--- src/dfc_defs.svh ---
`ifndef DFC_DEFS_SVH
`define DFC_DEFS_SVH
// ----------------------------------------------------------------
// register offsets
// ----------------------------------------------------------------
`define DFC_OFS_CTRL   12'h40C
`define DFC_OFS_RAMCA  12'h424
`define DFC_OFS_RAMD   12'h428
// ----------------------------------------------------------------
// field positions
// ----------------------------------------------------------------
`define DFC_SRC_BIT    12
`define DFC_LVL_MSB    6
`define DFC_LVL_LSB    4
`define DFC_WID_MSB    3
`define DFC_WID_LSB    1
`define DFC_EN_BIT     0
`define DFC_ACC_BIT    7
`define DFC_UPD_BIT    6
`define DFC_ADR_MSB    5
// ----------------------------------------------------------------
// reset values and codes
// ----------------------------------------------------------------
`define DFC_CTRL_RST   32'h00000000
`define DFC_RAMCA_RST  32'h00000000
`define DFC_LVL_MAX    3'h4
`define DFC_WID_MIN    3'h1
`define DFC_WID_MAX    3'h5
`endif

--- src/dfc_pkg.sv ---
package dfc_pkg;
  typedef logic [2:0]  dfc_code_t;
  typedef logic [4:0]  dfc_field_t;
  typedef logic [31:0] dfc_word_t;
  typedef logic [5:0]  dfc_addr_t;
endpackage

--- src/dfc_cfg_if.sv ---
`timescale 1ns/100ps
interface dfc_cfg_if;
  dfc_pkg::dfc_code_t lvl;
  dfc_pkg::dfc_code_t wid;
  logic               en;
  modport ctl  (output lvl, output wid, output en);
  modport lane (input lvl, input wid, input en);
endinterface

--- src/dfc_lane.sv ---
`timescale 1ns/100ps
`include "dfc_defs.svh"
module dfc_lane #(
  parameter int CW = 6
) (
  dfc_cfg_if.lane              cfg,
  input  wire logic [CW-1:0]   colour,
  input  wire logic            pat_bit,
  output dfc_pkg::dfc_field_t  mod_bits,
  output dfc_pkg::dfc_field_t  dit_bits,
  output logic                 dit_out
);
  localparam logic [3:0] CW_L = 4'(CW);
  // ----------------------------------------------------------------
  // bit counts from the codes
  // ----------------------------------------------------------------
  wire       wid_ok = (cfg.wid >= `DFC_WID_MIN) && (cfg.wid <= `DFC_WID_MAX);
  // reserved level codes fall back to the widest split
  wire [3:0] n_mod  = (cfg.lvl > `DFC_LVL_MAX) ? 4'h5 : {1'b0, cfg.lvl} + 4'h1;
  wire [3:0] n_dit  = (cfg.en && wid_ok) ? 4'h6 - {1'b0, cfg.wid} : 4'h0;
  // ----------------------------------------------------------------
  // split of the colour value
  // ----------------------------------------------------------------
  wire [CW-1:0] mod_sh = colour >> (CW_L - n_mod);
  wire [CW-1:0] mask   = CW'((7'h01 << n_dit) - 7'h01);
  wire [CW-1:0] dit_v  = colour & mask;
  wire [3:0]    msb_ix = (n_dit == 4'h0) ? 4'h0 : n_dit - 4'h1;
  wire          msb    = (n_dit != 4'h0) && colour[msb_ix[2:0]];
  assign mod_bits = mod_sh[4:0];
  assign dit_bits = dit_v[4:0];
  // inverse pattern pairs share one stored matrix
  assign dit_out  = (n_dit != 4'h0) && (pat_bit ^ msb);
endmodule

--- src/dfc_top.sv ---
// Summary of operation
// - control bit 12 picks ROM patterns at 0 (reset), pattern RAM at 1.
// - pattern RAM writes pass only while the source select bit is 1.
// - level code 000..100 gives 1..5 most significant modulation bits.
// - width code 001..101 selects 5..1 dither bits; 000 is reserved.
// - dither bits are the low colour bits, modulation bits the high ones.
// - enable bit 0 clear turns dithering off; set dithers by width code.
// - pattern RAM reads and writes are refused unless dithering is on.
// - with dithering off, colour comes from frame rate modulation only.
// - pattern RAM sleeps when select is 0 and RAM bits 7:6 are 00.
// - pattern data is inverted when the pixel's top dither bit is 1.
// - the six-bit RAM address steps after every accepted data register access.
`timescale 1ns/100ps
`include "dfc_defs.svh"
module dfc_top #(
  parameter int CW = 6
) (
  input  wire logic                 sys_clk,
  input  wire logic                 rst,
  input  wire logic                 reg_wr,
  input  wire logic                 reg_rd,
  input  wire logic [11:0]          reg_addr,
  input  wire logic [31:0]          reg_wdata,
  output logic      [31:0]          reg_rdata,
  output logic                      reg_rvalid,
  input  wire logic [31:0]          store_rdata,
  output dfc_pkg::dfc_addr_t        store_addr,
  output dfc_pkg::dfc_addr_t        store_waddr,
  output logic                      store_wr,
  output logic                      store_rd,
  output dfc_pkg::dfc_word_t        store_wdata,
  output logic                      store_ram_sel,
  output logic                      store_access_ok,
  output logic                      store_low_power,
  input  wire logic                 pix_valid,
  input  wire logic [3*CW-1:0]      pix_colour,
  input  wire logic [2:0]           pat_bits,
  output logic                      pix_out_valid,
  output logic      [14:0]          mod_out,
  output logic      [14:0]          dith_out,
  output logic      [2:0]           dith_bit
);
  // ----------------------------------------------------------------
  // register state
  // ----------------------------------------------------------------
  logic               src_q;
  dfc_pkg::dfc_code_t lvl_q;
  dfc_pkg::dfc_code_t wid_q;
  logic               en_q;
  logic               acc_q;
  logic               upd_q;
  dfc_pkg::dfc_addr_t store_addr_q;

  // ----------------------------------------------------------------
  // decode
  // ----------------------------------------------------------------
  wire sel_ctrl  = (reg_addr == `DFC_OFS_CTRL);
  wire sel_ramca = (reg_addr == `DFC_OFS_RAMCA);
  wire sel_ramd  = (reg_addr == `DFC_OFS_RAMD);
  wire wr_ctrl   = reg_wr && sel_ctrl;
  wire wr_ramca  = reg_wr && sel_ramca;
  wire read_ok   = en_q && acc_q && upd_q;
  wire write_ok  = read_ok && src_q;
  wire ram_rd    = reg_rd && sel_ramd && read_ok;
  wire ram_wr    = reg_wr && sel_ramd && write_ok;
  wire ram_acc   = ram_rd || ram_wr;

  wire [31:0] ctrl_word  = {19'h0, src_q, 5'h0, lvl_q, wid_q, en_q};
  wire [31:0] ramca_word = {24'h0, acc_q, upd_q, store_addr_q};
  // refused data reads answer zero rather than stale RAM contents
  wire [31:0] ramd_word  = ram_rd ? store_rdata : 32'h00000000;
  wire [31:0] rdata_d    = sel_ctrl  ? ctrl_word :
                           sel_ramca ? ramca_word :
                           sel_ramd  ? ramd_word : 32'h00000000;
  wire        lp_d       = !src_q && !acc_q && !upd_q;

  // ----------------------------------------------------------------
  // control register
  // ----------------------------------------------------------------
  always_ff @(posedge sys_clk) begin
    if (rst) begin
      src_q <= 1'(`DFC_CTRL_RST >> `DFC_SRC_BIT);
      lvl_q <= 3'(`DFC_CTRL_RST >> `DFC_LVL_LSB);
      wid_q <= 3'(`DFC_CTRL_RST >> `DFC_WID_LSB);
      en_q  <= 1'(`DFC_CTRL_RST >> `DFC_EN_BIT);
    end else if (wr_ctrl) begin
      src_q <= reg_wdata[`DFC_SRC_BIT];
      lvl_q <= reg_wdata[`DFC_LVL_MSB:`DFC_LVL_LSB];
      wid_q <= reg_wdata[`DFC_WID_MSB:`DFC_WID_LSB];
      en_q  <= reg_wdata[`DFC_EN_BIT];
    end
  end

  // ----------------------------------------------------------------
  // RAM control and address register
  // ----------------------------------------------------------------
  always_ff @(posedge sys_clk) begin
    if (rst) begin
      acc_q        <= 1'(`DFC_RAMCA_RST >> `DFC_ACC_BIT);
      upd_q        <= 1'(`DFC_RAMCA_RST >> `DFC_UPD_BIT);
      store_addr_q <= 6'(`DFC_RAMCA_RST);
    end else if (wr_ramca) begin
      acc_q        <= reg_wdata[`DFC_ACC_BIT];
      upd_q        <= reg_wdata[`DFC_UPD_BIT];
      store_addr_q <= reg_wdata[`DFC_ADR_MSB:0];
    end else if (ram_acc) begin
      store_addr_q <= store_addr_q + 6'h01;
    end
  end
  assign store_addr = store_addr_q;

  // ----------------------------------------------------------------
  // bus answer and RAM strobes
  // ----------------------------------------------------------------
  always_ff @(posedge sys_clk) begin
    if (rst) begin
      reg_rdata       <= 32'h00000000;
      reg_rvalid      <= 1'b0;
      store_wr        <= 1'b0;
      store_rd        <= 1'b0;
      store_wdata     <= 32'h00000000;
      store_waddr     <= 6'h00;
      store_ram_sel   <= 1'b0;
      store_access_ok <= 1'b0;
      store_low_power <= 1'b1;
    end else begin
      reg_rdata       <= reg_rd ? rdata_d : reg_rdata;
      reg_rvalid      <= reg_rd;
      store_wr        <= ram_wr;
      store_rd        <= ram_rd;
      store_wdata     <= ram_wr ? reg_wdata : store_wdata;
      store_waddr     <= ram_wr ? store_addr_q : store_waddr;
      store_ram_sel   <= src_q;
      store_access_ok <= read_ok;
      store_low_power <= lp_d;
    end
  end

  // ----------------------------------------------------------------
  // pixel lanes
  // ----------------------------------------------------------------
  dfc_cfg_if cfg ();
  assign cfg.lvl = lvl_q;
  assign cfg.wid = wid_q;
  assign cfg.en  = en_q;

  wire [14:0] mod_d;
  wire [14:0] dit_d;
  wire [2:0]  bit_d;
  for (genvar g = 0; g < 3; g++) begin : g_lane
    dfc_lane #(.CW(CW)) u_lane (
      .cfg      (cfg),
      .colour   (pix_colour[g*CW +: CW]),
      .pat_bit  (pat_bits[g]),
      .mod_bits (mod_d[g*5 +: 5]),
      .dit_bits (dit_d[g*5 +: 5]),
      .dit_out  (bit_d[g])
    );
  end

  always_ff @(posedge sys_clk) begin
    if (rst) begin
      pix_out_valid <= 1'b0;
      mod_out       <= 15'h0000;
      dith_out      <= 15'h0000;
      dith_bit      <= 3'h0;
    end else begin
      pix_out_valid <= pix_valid;
      mod_out       <= mod_d;
      dith_out      <= dit_d;
      dith_bit      <= bit_d;
    end
  end
endmodule

--- config.mk ---
export PLATFORM = sky130hd
export DESIGN_NAME = dfc_top
export DESIGN_NICKNAME = d
export VERILOG_FILES = /design/src/dfc_pkg.sv /design/src/dfc_cfg_if.sv /design/src/dfc_lane.sv /design/src/dfc_top.sv
export VERILOG_INCLUDE_DIRS = /design/src
export SDC_FILE = /design/constraint.sdc
export NUM_CORES = 1
export LEC_CHECK = 0
export BUFFER_PORTS_ARGS = -buffer_cell sky130_fd_sc_hd__buf_2
export CAP_MARGIN = 20
export CORE_AREA = 4 4 121 123
export DETAILED_ROUTE_END_ITERATION = 10
export DIE_AREA = 0 0 125 127
export HOLD_SLACK_MARGIN = 0.12
export PLACE_DENSITY_LB_ADDON = 0.12
export SLEW_MARGIN = 20
export SYNTH_ARGS = -nofsm -noshare
export SYNTH_HDL_FRONTEND = slang
export SYNTH_SLANG_ARGS = --single-unit
--- constraint.sdc ---
create_clock -name sys_clk -period 5.2 [get_ports sys_clk]
set_input_delay 0.26 -clock sys_clk [delete_from_list [all_inputs] [get_ports sys_clk]]
set_output_delay 0.26 -clock sys_clk [all_outputs]
set_load 0.01 [all_outputs]
# Word-level counts from Yosys, hierarchy flattened
# Index checks and enable logic that the tools add are counted.
[op_classes] n_bitwise=6 n_eq_ne=3 reduce_logical=26 n_shift=4 muxes=15 add_sub_neg=6 magnitude_cmp=4
[ops] cell="$mux 32" n=4
[ops] cell="$eq 12x11->1 const B" n=3
[ops] cell="$logic_and 1x1->1" n=19
[ops] cell="$shr 6x4->5" n=3
[ops] cell="$and 5x5->5" n=3
[ops] cell="$mux 6" n=2
[ops] cell="$bmux 1 s3" n=3
[ops] cell="$mux 4" n=2
[ops] cell="$add 6x1->6 const B" n=1
[ops] cell="$shl 1x4->5 const A" n=1
[ops] cell="$sub 5x1->5 const B" n=1
[ops] cell="$add 3x1->4 const B" n=1
[ops] cell="$logic_not 4->1" n=1
[ops] cell="$lt 3x4->1 const B" n=1
[ops] cell="$reduce_bool 4->1" n=1
[ops] cell="$sub 3x3->4 const A" n=1
[ops] cell="$sub 3x4->4 const A" n=1
[ops] cell="$ge 3x1->1 const B" n=1
[ops] cell="$gt 3x3->1 const B" n=1
[ops] cell="$le 3x3->1 const B" n=1
[ops] cell="$logic_not 1->1" n=3
[ops] cell="$mux 1" n=3
[ops] cell="$mux 3" n=1
[ops] cell="$sub 3x1->3 const B" n=1
[ops] cell="3 further kinds" n=5
[totals] out_inout_bits=116 elab_cells=84 register_bits=126 input_bits=102

# Depth between registers and ports, before layout
[depth] ltp_word=11 mapped_depth=14 ltp_nobuf=13

# Hierarchy
# A second synthesis with hierarchy kept.
[hier_totals] hier_cells=734 hier_area_um2=6454.9
[modules_own_cells] mod="dfc_top" cells_each=482 area_each_um2=4548.1 seq_area_each_um2=2522.4 instances=1
[modules_own_cells] mod="dfc_lane" cells_each=84 area_each_um2=635.6 seq_area_each_um2=0.0 instances=3

# Worst setup path after synthesis
# Ideal clock, no wire load.
[synth_path] path_type="reg-to-reg" startpoint="register wid_q[1] (netlist: cfg.wid[1])" endpoint="register dith_bit[1]" stages_incl_launch_ff=13 synth_period_minus_slack_ns=2.794 arrival_ns=2.679 required_time_ns=5.086 n_path_buf=3 path_slack_ns=2.406 setup_ns=0.114 path_cell_list="dfxtp_1 clkbuf_1 inv_1 ha_1 clkbuf_1 clkbuf_1 o21ai_0 ha_1 and3b_1 nand2b_1 a221oi_1 xor2_1 nor2_1"
[synth_between] elab_chain_cells=11 word_cells_on_any_way=15 cone_classes="add/sub (2); order compare (2); mux (4); bitwise (1); reduce/logical (6)"
[synth_rtl] element="start: declaration" line_no="dfc_top.sv:48" rtl="dfc_pkg::dfc_code_t wid_q;"
[synth_rtl] element="start signal: assignment" line_no="dfc_top.sv:84" rtl="wid_q <= 3'(`DFC_CTRL_RST >> `DFC_WID_LSB);"
[synth_rtl] element="start signal: assignment" line_no="dfc_top.sv:89" rtl="wid_q <= reg_wdata[`DFC_WID_MSB:`DFC_WID_LSB];"
[synth_rtl] element="$ge 3x1->1 (no line) / $le 3x3->1 (equally long branches)"
[synth_rtl] element="$logic_and 1x1->1" line_no="dfc_lane.sv:17" rtl="wire wid_ok = (cfg.wid >= `DFC_WID_MIN) && (cfg.wid <= `DFC_WID_MAX);"
[synth_rtl] element="$logic_and 1x1->1" line_no="dfc_lane.sv:20" rtl="wire [3:0] n_dit = (cfg.en && wid_ok) ? 4'h6 - {1'b0, cfg.wid} : 4'h0;"
[synth_rtl] element="$mux 4 *" line_no="dfc_lane.sv:20"
[synth_rtl] element="$sub 3x1->3 / $logic_not 4->1 (equally long branches)" line_no="dfc_lane.sv:27" rtl="wire [3:0] msb_ix = (n_dit == 4'h0) ? 4'h0 : n_dit - 4'h1;"
[synth_rtl] element="$mux 3" line_no="dfc_lane.sv:27"
[synth_rtl] element="$bmux 1 s3" line_no="dfc_lane.sv:28" rtl="wire msb = (n_dit != 4'h0) && colour[msb_ix[2:0]];"
[synth_rtl] element="$mux 1 (implied by the code)" line_no="dfc_lane.sv:28"
[synth_rtl] element="$logic_and 1x1->1" line_no="dfc_lane.sv:28"
[synth_rtl] element="$xor 1x1->1" line_no="dfc_lane.sv:32" rtl="assign dit_out = (n_dit != 4'h0) && (pat_bit ^ msb);"
[synth_rtl] element="$logic_and 1x1->1 *" line_no="dfc_lane.sv:32"
[synth_rtl] element="end signal: assignment" line_no="dfc_top.sv:171" rtl="dith_bit <= bit_d;"
[synth_rtl] element="end: declaration" line_no="dfc_top.sv:41" rtl="output logic [2:0] dith_bit"
# Mark *: on every way between the ends. The rest lies on a longest branch, timed or not. The select of a mux whose other input is x is not followed.
# A chain may end at the register's enable or synchronous reset.

# Final worst setup path
[layout_path] startpoint="register lvl_q[2] (netlist: cfg.lvl[2])" endpoint="register mod_out[10]"
[layout_between] elab_chain_cells=4 word_cells_on_any_way=5 cone_classes="add/sub (2); order compare (1); shift (1); mux (1)"
[layout_rtl] element="start: declaration" line_no="dfc_top.sv:47" rtl="dfc_pkg::dfc_code_t lvl_q;"
[layout_rtl] element="start signal: assignment" line_no="dfc_top.sv:83" rtl="lvl_q <= 3'(`DFC_CTRL_RST >> `DFC_LVL_LSB);"
[layout_rtl] element="start signal: assignment" line_no="dfc_top.sv:88" rtl="lvl_q <= reg_wdata[`DFC_LVL_MSB:`DFC_LVL_LSB];"
[layout_rtl] element="$add 3x1->4 / $gt 3x3->1 (equally long branches)"
[layout_rtl] element="$mux 4 *" line_no="dfc_lane.sv:19" rtl="wire [3:0] n_mod = (cfg.lvl > `DFC_LVL_MAX) ? 4'h5 : {1'b0, cfg.lvl} + 4'h1;"
[layout_rtl] element="$sub 3x4->4 *" line_no="dfc_lane.sv:24" rtl="wire [CW-1:0] mod_sh = colour >> (CW_L - n_mod);"
[layout_rtl] element="$shr 6x4->5 *" line_no="dfc_lane.sv:24"
[layout_rtl] element="end signal: assignment" line_no="dfc_top.sv:169" rtl="mod_out <= mod_d;"
[layout_rtl] element="end: declaration" line_no="dfc_top.sv:39" rtl="output logic [14:0] mod_out,"
# Mark *: on every way between the ends. The rest lies on a longest branch, timed or not.

==> results.rst <==
.. list-table::
   :header-rows: 1

   * - Metric
     - Value
   * - Power share of the combinational group
     - 0.060
   * - First-pass GRT wire length
     - approximately 27 mm
   * - Synthesis warning total
     - 0
   * - Final global-route overflow total
     - 0
   * - Seq/Total Area, Yosys
     - 0.473
   * - Arrival time at the worst endpoint
     - between 3000 and 4000 ps
   * - I/O Buffers
     - 217
   * - Worst-case headroom to the max-slew limit
     - 0.315
   * - Avg Vias per Cell
     - around 5
   * - Clock network power share
     - 0.516
   * - Share of layout cells above drive strength 1
     - 0.293
   * - Average routed wire per standard cell
     - 15.7 um
   * - Critical-path top delay cell
     - o21ai_2
   * - Detailed Route Iter0 Violations
     - approximately 420
   * - Antenna viol nets, final
     - 0
   * - Max-slew violation count
     - 0
   * - Initial Util
     - 0.390
   * - Clock latency at the later pin of the worst-skew pair
     - about 410 ps
   * - Actual transition at the worst max-transition pin
     - 1030 ps
   * - Portion of total power attributed to sequential cells
     - 0.424
   * - Largest net degree at the start of global routing
     - ~100
   * - Largest driver fanout on the critical path
     - 18
   * - Global placer's final weighted congestion
     - 0.915
   * - Number of global-route vias before repair
     - roughly 5,400
   * - Setup repair after global routing missed its margin
     - false
   * - Power dissipated by switching net loads
     - ~0.46 mW
   * - Fin nets
     - ~990
   * - CP Cell Sequence
     - inv_1 > o21ai_2 > clkinv_1 > mux4_2 > nor2_1 > a211oi_1
   * - Mapped cell area
     - approximately 5300 um2
   * - Number of enable flip-flop cells after synthesis
     - 0
   * - Post-synthesis net count
     - approximately 730
   * - Worst Setup Start Kind
     - register
   * - Synthesized netlist cell count
     - between 600 and 700
   * - Detailed-route wire length
     - ~17 mm
   * - Kind of capture point of the worst setup path
     - register
   * - Total negative setup slack
     - 0 ps
   * - Detail Placement HPWL
     - 11.8 mm
   * - Global-route usage over all layers
     - 0.208
   * - Number of fill cells in the layout
     - 1,327
   * - Die width
     - 125 um
   * - Slowest stage delay, CP
     - 700 ps
   * - Post-route fraction of the period consumed by the critical path
     - 0.552
   * - Overall die area
     - ~16,000 um2
   * - Power density over the cells
     - around 300 nW/um2
   * - Post-route clock skew
     - 7.96 ps
   * - Avg Synthesized Cell Area
     - between 8 and 9 um2
   * - Synth top area share
     - 0.473
   * - Final core area utilization
     - 0.560
   * - Post-synthesis sequential element count
     - roughly 130
   * - H-Tree Level Count
     - 4
   * - Row cnt
     - 43
   * - Clock sink total
     - around 130
   * - Clock-pin slew of the registers on the worst-case setup and hold paths
     - 50 ps
   * - First-pass DRT Iterations
     - 4
   * - Seq. cell area
     - between 2000 and 3000 um2
   * - Leakage power figure
     - between 3 and 4 nW
   * - Max cap viols
     - 0
   * - Maximum clock frequency
     - around 0.35 GHz
   * - Final Hold Viols
     - 0
   * - Clk Tree Root Cell
     - clkbuf_16
   * - Worst Path Required
     - roughly 5500 ps
   * - N_diodes
     - 0
   * - Most used DFF post-synth
     - dfxtp_1
   * - Antenna violations before repair
     - 0
   * - Post-CTS Setup Repair Bufs
     - 0
   * - Number of distinct standard cells referenced by the synthesized netlist
     - 54
   * - Hold/Removal Path Class
     - in2reg
   * - Critical setup path kind
     - reg2reg
   * - Cts repair resizes
     - 0
   * - Net switching share of the total power
     - 0.203
   * - Clk buf depth
     - 2
   * - Post-detailed-route DRC marker count
     - 0
   * - Area of combinational cells with multiple inputs
     - ~2600 um2
   * - Final setup fails
     - 0
   * - Cell taking the most area after synthesis
     - dfxtp_1
   * - I/O Pins
     - 218
   * - Outcome
     - finished, final reports clean
   * - Maximum resistive drop on vdd
     - around 0.20 mV
   * - Core outline area
     - between 10,000 and 15,000 um2
   * - CTS tree
     - done
   * - Die boundary height
     - between 100 and 150 um
   * - Fraction of registers with async set or reset after synthesis
     - 0
   * - Total internal power
     - roughly 1.8 mW
   * - Post-synthesis to final-layout area growth
     - 43.4%
   * - Final period demand of the worst path
     - 2870 ps
   * - Via count
     - approximately 5,400
   * - Total clock buffers created by CTS
     - 17
   * - Most area-consuming cells after synthesis
     - dfxtp_1, nand2_1, a21oi_1
-- cell families after synthesis --
logic type               share of synthesized area
AO/OA/AOI/OAI                                0.171
XOR/XNOR                                    0.0164
adder cells (fa/ha/maj)                     0.0188
buffers and inverters                       0.0394
flip-flops                                   0.473
multiplexers                                0.0582
AND/OR/NAND/NOR                              0.223
-- cells in the final DEF, fill, tap and decap left out, types with 2 or more instances in the layout --
| master | netlist | routed |
|---|---|---|
| inv_1 | 8 | 8 |
| nor2_1 | 75 | 75 |
| a311oi_1 | 4 | 4 |
| bufinv_16 | 0 | 3 |
| nand4_1 | 4 | 4 |
| o21a_1 | 2 | 2 |
| o32ai_1 | 2 | 2 |
| a211oi_1 | 15 | 15 |
| mux2i_1 | 22 | 22 |
| a31oi_1 | 2 | 2 |
| clkbuf_8 | 0 | 3 |
| a22oi_1 | 29 | 29 |
| a21oi_1 | 57 | 57 |
| nor2b_1 | 9 | 9 |
| ha_1 | 8 | 8 |
| buf_4 | 2 | 3 |
| and3_1 | 2 | 2 |
| xnor2_1 | 4 | 4 |
| a221oi_1 | 4 | 4 |
| dlygate4sd3_1 | 0 | 57 |
| nand2b_1 | 8 | 8 |
| nand2_1 | 115 | 115 |
| nand3_1 | 4 | 4 |
| and2_1 | 16 | 16 |
| nand3b_1 | 2 | 2 |
| nor3_1 | 13 | 13 |
| or3_1 | 3 | 3 |
| clkbuf_16 | 0 | 17 |
| dfxtp_1 | 126 | 126 |
| mux2_2 | 4 | 4 |
| clkinv_1 | 2 | 2 |
| clkbuf_1 | 28 | 4 |
| mux4_2 | 2 | 2 |
| buf_2 | 6 | 216 |
| a22o_1 | 2 | 2 |
| clkinv_2 | 0 | 2 |
| o21ai_0 | 12 | 12 |
| nor3b_2 | 2 | 2 |
| o22ai_1 | 4 | 4 |
| xor2_1 | 6 | 6 |
-- per-stage QoR --
stage | power [mW] | cell area (um2) | worst slack (ps) | hold WS, ps | cells
final | 2.29 | 7650 | 2330 | 136 | 1072
after global routing | 2.37 | 7650 | 2040 | 133 | 1072
after detailed placement | 1.09 | 6490 | 2370 | 441 | 985
after CTS | 2.31 | 7650 | 2350 | 125 | 1072
after global placement | 1.09 | 6490 | 2460 | 437 | 985
after floorplan | 1.03 | 5330 | 2410 | 382 | 624
-- worst paths after layout --
check | start | to | slack (ps) | depth (start not counted)
max | cfg.lvl[2] | mod_out[10] | 2330 | 6
min | reg_wdata[2] | store_wdata[2] | 140 | 3
max reg2reg | cfg.lvl[2] | mod_out[10] | 2330 | 6
min reg2reg | store_wdata[21] | store_wdata[21] | 450 | 2
-- layout make-up --
cell class,instances,share of cell area
Inverter,10,0.00491
Clock buffer,24,0.0630
Sequential cell,126,0.330
Timing Repair Buffer,276,0.219
Tap cell,180,0.0294
Multi-Input combinational cell,450,0.340
Clock inverter,6,0.0142
-- synth_stat cells, drive strengths merged, types with 3 or more instances --
library cell    n
dfxtp         126
nand2         115
nor2           77
a21oi          57
a22oi          29
clkbuf         28
mux2i          22
a211oi         16
and2           16
nor3           13
o21ai          13
buf            10
nor2b           9
ha              8
inv             8
nand2b          8
xor2            6
a221oi          4
a311oi          4
mux2            4
nand3           4
nand4           4
o22ai           4
or3             4
xnor2           4
nor3b           3
-- metal layers --
layer,GRT usage,part of all wire,up-vias
met1,0.245,0.41,2522
met3,0.0665,0.070,30
met2,0.361,0.49,191
met4,0.0702,0.022,0
li1,-,-,2663
met5,0,0,-
-- power by group through the flow --
stage / registers, mW / clock network (mW) / logic, mW
finish: 0.972 / 1.18 / 0.137
global route: 0.971 / 1.25 / 0.149
CTS: 0.971 / 1.20 / 0.136
detailed placement: 0.992 / 0 / 0.102
global placement: 0.992 / 0 / 0.102
floorplan: 0.994 / 0 / 0.0364
-- registers in the layout, indices dropped and copies added, names as in the netlist --
signal and cells:
store_waddr 6, store_wr 1, reg_rdata 32, cfg.wid 3
upd_q 1, store_ram_sel 1, mod_out 15, dith_bit 3
store_wdata 32, cfg.lvl 3, store_access_ok 1, src_q 1
store_addr 6, store_rd 1, cfg.en 1, reg_rvalid 1
dith_out 15, store_low_power 1, pix_out_valid 1, acc_q 1
-- worst max-delay path, delay by kind of cell (launching register included) --
kind                   cells  cell delay (ps)
buffers and inverters      2              680
muxes                      1              530
AOI/OAI and AO/OA          2              750
DFF                        1              680
and+or+nand+nor            1              100
-- repair_timing --
action,in CTS,in global routing
hold buffers,57,0
hold endpoints to repair,58,0
setup endpoints to repair,0,0
Power figures use the tool's default switching activity.
